`config.mk`:
```
export PLATFORM = sky130hd
export DESIGN_NAME = fpx_exception_status
export DESIGN_NICKNAME = d
export VERILOG_FILES = /design/src/core/fpx_pkg.sv /design/src/core/fpx_exception_status.sv
export SDC_FILE = /design/constraint.sdc
export NUM_CORES = 1
export LEC_CHECK = 0
export BUFFER_PORTS_ARGS = -buffer_cell sky130_fd_sc_hd__buf_2
export CORE_ASPECT_RATIO = 1.5
export CORE_MARGIN = 4
export CORE_UTILIZATION = 35
export DETAILED_ROUTE_END_ITERATION = 7
export PLACE_DENSITY_LB_ADDON = 0.1
export SLEW_MARGIN = 20
export SYNTH_ARGS = -nofsm -noshare
export SYNTH_HDL_FRONTEND = slang
export SYNTH_SLANG_ARGS = --single-unit
```
`constraint.sdc`:
```
create_clock -name hclk -period 3.7 [get_ports hclk]
set_input_delay 0.555 -clock hclk [delete_from_list [all_inputs] [get_ports hclk]]
set_output_delay 0.555 -clock hclk [all_outputs]
set_load 0.05 [all_outputs]
```
`src/core/fpx_pkg.sv`:
```
package fpx_pkg;

	// Register byte offsets on the AHB-Lite slave
	localparam logic [3:0] FPX_CTRL_OFFSET = 4'h0;
	localparam logic [3:0] FPX_RESULT_OFFSET = 4'h4;
	localparam logic [3:0] FPX_STATUS_OFFSET = 4'h8;

	// Control register fields
	localparam int FPX_CTRL_ROUND_LSB = 0;
	localparam int FPX_CTRL_IEEE_BIT = 2;
	localparam logic [1:0] FPX_ROUND_RESET = 2'h0;
	localparam logic FPX_IEEE_RESET = 1'b1;

	// Status register fields
	localparam int FPX_STAT_CODE_LSB = 0;
	localparam int FPX_STAT_VALID_BIT = 3;

	// AHB constants
	localparam logic [2:0] FPX_HSIZE_WORD = 3'h2;
	localparam logic FPX_HRESP_OKAY = 1'b0;

	// Three-bit exception codes
	localparam logic [2:0] FPX_CODE_NONE = 3'h0;
	localparam logic [2:0] FPX_CODE_INEXACT = 3'h1;
	localparam logic [2:0] FPX_CODE_UNDER = 3'h2;
	localparam logic [2:0] FPX_CODE_UNDER_INEXACT = 3'h3;
	localparam logic [2:0] FPX_CODE_OVER_INEXACT = 3'h5;
	localparam logic [2:0] FPX_CODE_BAD_OP = 3'h6;
	localparam logic [2:0] FPX_CODE_DIN = 3'h7;

	// Substituted results
	localparam logic [31:0] FPX_POS_INF = 32'h7F80_0000;
	localparam logic [31:0] FPX_NEG_INF = 32'hFF80_0000;
	localparam logic [31:0] FPX_POS_MAX = 32'h7F7F_FFFF;
	localparam logic [31:0] FPX_NEG_MAX = 32'hFF7F_FFFF;
	localparam logic [31:0] FPX_QNAN = 32'h7FC0_0000;

	// Biased exponent limits of the normalized range
	localparam logic signed [9:0] FPX_EXP_MAX = 10'sh0FE;
	localparam logic signed [9:0] FPX_EXP_MIN = 10'sh001;

	typedef enum logic [1:0]
	{
		round_nearest = 2'h0,
		round_toward_zero = 2'h1,
		round_toward_plus = 2'h2,
		round_toward_minus = 2'h3
	} fpx_round_t;

	// Rounded result handed over by the arithmetic datapath
	typedef struct packed
	{
		logic alu_op;
		logic denormalize_instruction;
		logic sign;
		logic signed [9:0] exp;
		logic [22:0] frac;
		logic [7:0] discard;
		logic invalid;
		logic denorm_in;
	} fpx_op_t;

	// Result and status unloaded together
	typedef struct packed
	{
		logic [31:0] value;
		logic [2:0] code;
	} fpx_unload_t;

endpackage

```
`src/core/fpx_exception_status.sv`:
```
`timescale 1ns/10ps
module fpx_exception_status
	import fpx_pkg::*;
(
	// Clock and reset
	input wire logic hclk,
	input wire logic hresetn,
	// AHB-Lite slave
	input wire logic hsel,
	input wire logic [31:0] haddr,
	input wire logic [1:0] htrans,
	input wire logic hwrite,
	input wire logic [2:0] hsize,
	input wire logic [31:0] hwdata,
	input wire logic hready,
	output logic hreadyout,
	output logic hresp,
	output logic [31:0] hrdata,
	// Datapath result in
	input wire logic op_valid,
	input wire fpx_op_t op,
	// Unloaded result and status
	output logic result_valid,
	output fpx_unload_t unload
);

	fpx_round_t round_mode;
	fpx_round_t next_round_mode;
	logic ieee_mode;
	logic next_ieee_mode;
	logic dp_write;
	logic next_dp_write;
	logic [31:0] next_hrdata;
	logic next_result_valid;
	fpx_unload_t next_unload;
	logic addr_take;
	logic [3:0] addr_low;
	logic overflow_flag;
	logic underflow_flag;
	logic inexact_flag;
	logic [31:0] plain_value;
	logic [31:0] signed_zero;

	// Zero wait states: every transfer completes in its first data phase
	assign hreadyout = 1'b1;
	assign hresp = FPX_HRESP_OKAY;
	assign addr_take = hsel && htrans[1] && hready;
	assign addr_low = haddr[3:0];

	always_comb
	begin
		next_round_mode = round_mode;
		next_ieee_mode = ieee_mode;
		next_dp_write = 1'b0;
		next_hrdata = hrdata;
		if (dp_write)
		begin
			next_round_mode = fpx_round_t'(hwdata[FPX_CTRL_ROUND_LSB +: 2]);
			next_ieee_mode = hwdata[FPX_CTRL_IEEE_BIT];
		end
		if (addr_take)
		begin
			// Only word writes to the control register take effect
			next_dp_write = hwrite && (hsize == FPX_HSIZE_WORD) &&
				(addr_low == FPX_CTRL_OFFSET);
			if (!hwrite)
			begin
				next_hrdata = 32'h0000_0000;
				case (addr_low)
					FPX_CTRL_OFFSET:
					begin
						next_hrdata[FPX_CTRL_ROUND_LSB +: 2] = round_mode;
						next_hrdata[FPX_CTRL_IEEE_BIT] = ieee_mode;
					end
					FPX_RESULT_OFFSET:
						next_hrdata = unload.value;
					FPX_STATUS_OFFSET:
					begin
						next_hrdata[FPX_STAT_CODE_LSB +: 3] = unload.code;
						next_hrdata[FPX_STAT_VALID_BIT] = result_valid;
					end
					default:
						next_hrdata = 32'h0000_0000;
				endcase
			end
		end
	end

	always_ff @(posedge hclk or negedge hresetn)
	begin
		if (!hresetn)
		begin
			round_mode <= fpx_round_t'(FPX_ROUND_RESET);
			ieee_mode <= FPX_IEEE_RESET;
			dp_write <= 1'b0;
			hrdata <= 32'h0000_0000;
		end
		else
		begin
			round_mode <= next_round_mode;
			ieee_mode <= next_ieee_mode;
			dp_write <= next_dp_write;
			hrdata <= next_hrdata;
		end
	end

	// Exception detection on the rounded result
	assign overflow_flag = op.exp > FPX_EXP_MAX;
	assign underflow_flag = (op.exp < FPX_EXP_MIN) ||
		op.denormalize_instruction;
	assign inexact_flag = |op.discard;
	assign plain_value = {op.sign, op.exp[7:0], op.frac};
	assign signed_zero = {op.sign, 31'h0000_0000};

	// Checks are ordered so that one combined code results
	always_comb
	begin
		next_result_valid = op_valid;
		next_unload = unload;
		if (op_valid)
		begin
			next_unload.value = plain_value;
			next_unload.code = inexact_flag ? FPX_CODE_INEXACT :
				FPX_CODE_NONE;
			if (op.denorm_in && ieee_mode && !op.alu_op)
			begin
				// Operand must be normalized by the controller first
				next_unload.code = FPX_CODE_DIN;
				next_unload.value = 32'h0000_0000;
			end
			else if (op.invalid)
			begin
				next_unload.code = FPX_CODE_BAD_OP;
				next_unload.value = FPX_QNAN;
			end
			else if (overflow_flag)
			begin
				next_unload.code = FPX_CODE_OVER_INEXACT;
				// Toward zero saturates, so overflow sticks at the largest value
				case (round_mode)
					round_nearest:
						next_unload.value = op.sign ? FPX_NEG_INF :
							FPX_POS_INF;
					round_toward_zero:
						next_unload.value = op.sign ? FPX_NEG_MAX :
							FPX_POS_MAX;
					round_toward_plus:
						next_unload.value = op.sign ? FPX_NEG_MAX :
							FPX_POS_INF;
					round_toward_minus:
						next_unload.value = op.sign ? FPX_NEG_INF :
							FPX_POS_MAX;
					default:
						next_unload.value = FPX_QNAN;
				endcase
			end
			else if (underflow_flag)
			begin
				if (op.alu_op)
				begin
					next_unload.code = FPX_CODE_UNDER_INEXACT;
					next_unload.value = ieee_mode ?
						{op.sign, 8'h00, op.frac} : signed_zero;
				end
				else
				begin
					next_unload.code = inexact_flag ? FPX_CODE_UNDER_INEXACT :
						FPX_CODE_UNDER;
					if (op.denormalize_instruction)
						next_unload.value = {op.sign, 8'h00, op.frac};
					else if (ieee_mode)
						// Wrapped exponent, left for the denormalize step
						next_unload.value = plain_value;
					else
						next_unload.value = signed_zero;
				end
			end
		end
	end

	always_ff @(posedge hclk or negedge hresetn)
	begin
		if (!hresetn)
		begin
			result_valid <= 1'b0;
			unload <= '0;
		end
		else
		begin
			result_valid <= next_result_valid;
			unload <= next_unload;
		end
	end

	logic in_range;
	logic clean;
	assign in_range = (op.exp >= FPX_EXP_MIN) && (op.exp <= FPX_EXP_MAX) &&
		!op.denormalize_instruction;
	assign clean = op_valid && !op.invalid &&
		!(op.denorm_in && ieee_mode && !op.alu_op);
endmodule // fpx_exception_status

```
# == Word level (Yosys, flattened, before mapping) ==
# Cells that the tools add are included.
# word_totals
out_inout_bits,70
input_bits,121
regBits,72
word_cells,47
# op_classes
mux,19
bitwise,1
magnitude_cmp,2
reduce_logical,12
n_eq_ne,6
# ops
op,count
2-to-1 mux 32 bit,4
one-hot mux 32 bit (4 select lines),1
2-to-1 mux 35 bit,3
2-to-1 mux 34 bit,2
2-to-1 mux 31 bit,2
2-to-1 mux 28 bit,1
2-to-1 mux 23 bit,1
"> comparator 10 x 9 -> 1 bit, second input constant",1
"< comparator 10 x 2 -> 1 bit, second input constant",1
one-hot mux 3 bit (3 select lines),1
OR reduction 8 bit,1
logical AND 1 bit,6
"equality test 2 bit, second input constant",2
"equality test 4 x 3 -> 1 bit, second input constant",1
"equality test 4 bit, second input constant",1
logical NOT 4 bit,1
"equality test 3 x 2 -> 1 bit, second input constant",1
2-to-1 mux 1 bit,3
"equality test 2 x 1 -> 1 bit, second input constant",1
logical NOT 2 bit,1
one-hot mux 1 bit (2 select lines),1
AND reduction 2 bit,1
logical NOT 1 bit,1
logical OR 1 bit,1
inverter 1 bit,1

# == Longest topological paths before layout ==
# depth
ltp_word,7
depth_mapped,7
depth_no_buf,5

# == Least setup slack after synthesis ==
# OpenSTA, ideal clock, no wires.
# synth_path
path_type,input -> register
start,input op[36] in the netlist's numbering
end,register unload[16] in the netlist's numbering
setup_time_ns,0.132
required_ns,3.568
slack_ns,1.730
path_buffers,1
arrival_time_ns,1.838
stages,6
path_cell_list,or4_4 o41ai_4 nand2_2 buf_6 a21oi_2 o2bb2ai_1
# synth_via
elab_chain_len,6
word_cells_on_any_way,7
cone_classes,order compare (2); mux (4); reduce/logical (1)
# synth_rtl
item,line_no,source
from (decl),fpx_exception_status.sv:21,"input wire fpx_op_t op,"
< comparator 10 x 2 -> 1 bit,fpx_exception_status.sv:109,assign underflow_flag = (op.exp < FPX_EXP_MIN) ||
logical OR 1 bit,fpx_exception_status.sv:109,
2-to-1 mux 34 bit,fpx_exception_status.sv:157,else if (underflow_flag)
2-to-1 mux 35 bit *,fpx_exception_status.sv:136,else if (overflow_flag)
2-to-1 mux 35 bit *,fpx_exception_status.sv:131,else if (op.invalid)
2-to-1 mux 35 bit *,fpx_exception_status.sv:125,if (op.denorm_in && ieee_mode && !op.alu_op)
to (signal assigned),fpx_exception_status.sv:191,unload <= next_unload;
to (decl),fpx_exception_status.sv:24,output fpx_unload_t unload
# Mark *: on every way between the ends. The rest lies on a longest branch, timed or not.
# A chain may end at the register's enable or synchronous reset.

# == Worst setup path in the final report ==
# layout_path
start,input op[36] in the netlist's numbering
end,register unload[6] in the netlist's numbering
# The elaborated chain is that of the path after synthesis.

==> impl_metrics.ini <==
[run_status]
status = finished, final reports clean

[setup_path]
arrival_ns = 2.42
crit_buf_inv = 1
cp-end-kind = flop
slowest_stage = or4_4
crit_start = op[36]
cp.depth = 6
reg2reg_to = unload[25]
r2r-start = ieee_mode
slowest_delay_ns = 0.56
cp_top_family = simple AND/OR/NAND/NOR gates
crit_end = unload[6]
path_cells = buf_2 > or4_4 > o41ai_4 > nand2_2 > a21oi_1 > o2bb2ai_1
required_ns = 3.91
worstSetupStartpointType = input port
ff2ff_path_depth = 4
r2r_setup_slack_ns = 2.12
critical_path.max_fanout = 23
critPathKind = input port to flop

[cells_and_area]
drive_gt1_share_pct = 46.79
nNetsFinal = 506
insertedDiodeCount = 0
area_delta_synth_final_pct = 32.86
stdcell_count = 496
fin_util_pct = 48.24

[clocking]
clkTransAtPathRegs_ns = 0.05
root_buffer = clkbuf_16
cts_buffers = 9
ctsResizeCount = 0
hold_buffers = 0
clock-sinks = 72
cts_tree = done
htreeDepth = 3
worstSkewPairLatency_ns = 0.33
cts_setup_buffers = 0
cts_buffer_depth = 2

[global_routing]
grt_pass1_wl_mm = 13.91
grt.total_usage_pct = 17.18
grt_pass1_vias = 2718
antenna_found_initial = 0
grt-ovfl-total = 0
grt_max_degree = 73

[yosys]
synthesis.area_mm2 = 0.003110
synth_adder_area_share_pct = 0
syn_inst = 257
synthMuxAreaShare_pct = 2.172
synth_seq_cells = 72
synth_ff_type = dfrtp_1
synthSimpleGateAreaFrac_pct = 9.212
synth-compound-area-share_pct = 26.39
yosysWarnings = 0
synthXorXnorAreaFrac_pct = 0.2816
yosysSeqAreaShare_pct = 57.96
synth_edf_count = 0
synth.avg_cell_area_um2 = 12.10
syn-num-nets = 378
synth.distinct_cells = 43
synth_top_family_by_area = compound AO/OA/AOI/OAI gates
async_flop_share_pct = 100.0

[routing]
initialDrtViolationCount = 114
first_pass_iters = 4
drc_errors = 0
vias_per_cell = 5.171
vias = 2565
wl_per_cell_um = 17.39
wl_mm = 8.624
postRouteAntennaNets = 0

[power_and_ir_drop]
leakage_nw = 2.086
total_power_w = 0.002056
p_per_area_mw_per_mm2 = 497.5
ir_worst_vdd_v = 0.0002464

[place]
hpwl_mm = 6.131
gp_congestion = 0.7843
portBuffers = 130
dp_cells = 481

[sta]
finalCritPeriodShare_pct = 59.89
timing.setup.tns_ns = 0
relSlewSlack_pct = 39.37
finalSetupViolCount = 0
hold_violations = 0
grt_setup_unrepaired = false
worst_pin_slew_ns = 0.9094
fmax_ghz = 0.4512
slew_viol_final = 0
finalCriticalPeriod_ns = 2.216
skew_ns = 0.004122

[floorplanning]
die_x_um = 84.97
coreArea_mm2 = 0.008567
dieArea_mm2 = 0.01049
io-pin-count = 191
start_util_pct = 36.31
die_h_um = 123.5
placementRows = 41

[flow_run]
drv_cap = 0

[min_path]
hold_class = input port to asynchronous set/reset pin
==> stage by stage <==
step                      hold WS, ns  setup slack [ns]  area (um2)
final                          0.3504             1.484        4133
after global routing           0.3727             1.319        4133
after detailed placement       0.4753             1.108        3840
after floorplan                0.2594             1.730        3110
after CTS                      0.3696             1.455        4133
after global placement         0.4691             1.121        3840
==> worst reg2reg max path, stage by stage, from the launching register on <==
cell	delay [ns]
dfstp_2	0.57
a21oi_1	0.06
nand2_2	0.52
nand3b_1	0.16
a22oi_1	0.18
==> kinds of logic (layout without fill, tap and decap cells) <==
logic type	count (synthesis)	count (layout)
compound gates	96	96
flops	72	72
simple gates	57	57
buf+inv	23	155
mux	6	6
other cells	2	2
xor+xnor	1	1
==> layout by cell type (no fill, tap or decap), drive strengths merged, types with 3 or more instances in the layout <==
| cell type | count |
|---|---|
| a21oi | 25 |
| a22o | 29 |
| a22oi | 4 |
| buf | 135 |
| clkbuf | 13 |
| dfrtp | 71 |
| inv | 5 |
| mux2 | 6 |
| nand2 | 25 |
| nand3 | 8 |
| nand3b | 3 |
| nand4 | 3 |
| nor2 | 5 |
| nor3 | 3 |
| o21ai | 4 |
| o21bai | 3 |
| o2bb2ai | 22 |
==> registers in the layout, summed over array words and instances (netlist names) <==
| name | flops |
|---|---|
| unload | 35 |
| hrdata | 32 |
| round_mode | 2 |
| dp_write | 1 |
| ieee_mode | 1 |
| result_valid | 1 |
==> metal layers <==
metal	vias up	share of wire, %	track usage (%)
li1	1220	-	-
met5	-	0	0
met1	1241	41	20.43
met2	88	50	28.79
met4	0	2.6	8.713
met3	16	6.1	4.133
==> how the worst min path moves through the flow <==
stage | to | startpoint | depth (start not counted)
floorplan | dp_write | hresetn | 0
global placement | hrdata[3] | hrdata[3] | 2
detailed placement | hrdata[3] | hrdata[3] | 2
CTS | dp_write | hsize[2] | 2
global route | dp_write | hsize[2] | 2
finish | hrdata[20] | hresetn | 1
==> area by class of cell <==
cell class              count  area (um2)
clock buffers              13       280.3
clock inverters             2       12.51
fillers                   828        4434
inverters                   5       18.77
multi-input cells         162        1194
flip-flops and latches     72        1803
well taps                 107       133.9
repair buffers            135       690.7
==> where the power goes <==
| group | leakage (nW) | total, W | switching [W] | internal, W |
|---|---|---|---|---|
| clock network | 0.144 | 0.000831 | 0.000310 | 0.000522 |
| registers | 0.953 | 0.000863 | 0.0000337 | 0.000830 |
| logic | 0.989 | 0.000361 | 0.000263 | 0.0000986 |
==> Yosys cell counts (all sizes together) (2+ instances only) <==
| cell | number | area share [%] |
|---|---|---|
| conb | 2 | 0.24 |
| a22oi | 4 | 0.97 |
| nand4 | 3 | 0.60 |
| o41ai | 2 | 1.4 |
| nor4 | 2 | 0.40 |
| nand3b | 3 | 0.72 |
| clkbuf | 8 | 0.97 |
| buf | 10 | 2.2 |
| nand2 | 25 | 3.1 |
| and2 | 2 | 0.40 |
| nor3 | 3 | 0.48 |
| dfrtp | 71 | 57 |
| mux2 | 6 | 2.2 |
| nand3 | 8 | 1.3 |
| o21ai | 4 | 0.64 |
| nor2 | 5 | 0.60 |
| a21oi | 25 | 6.3 |
| o21bai | 3 | 0.72 |
| a22o | 29 | 8.2 |
| o2bb2ai | 22 | 6.2 |
| inv | 5 | 0.60 |
Power figures use the tool's default switching activity.
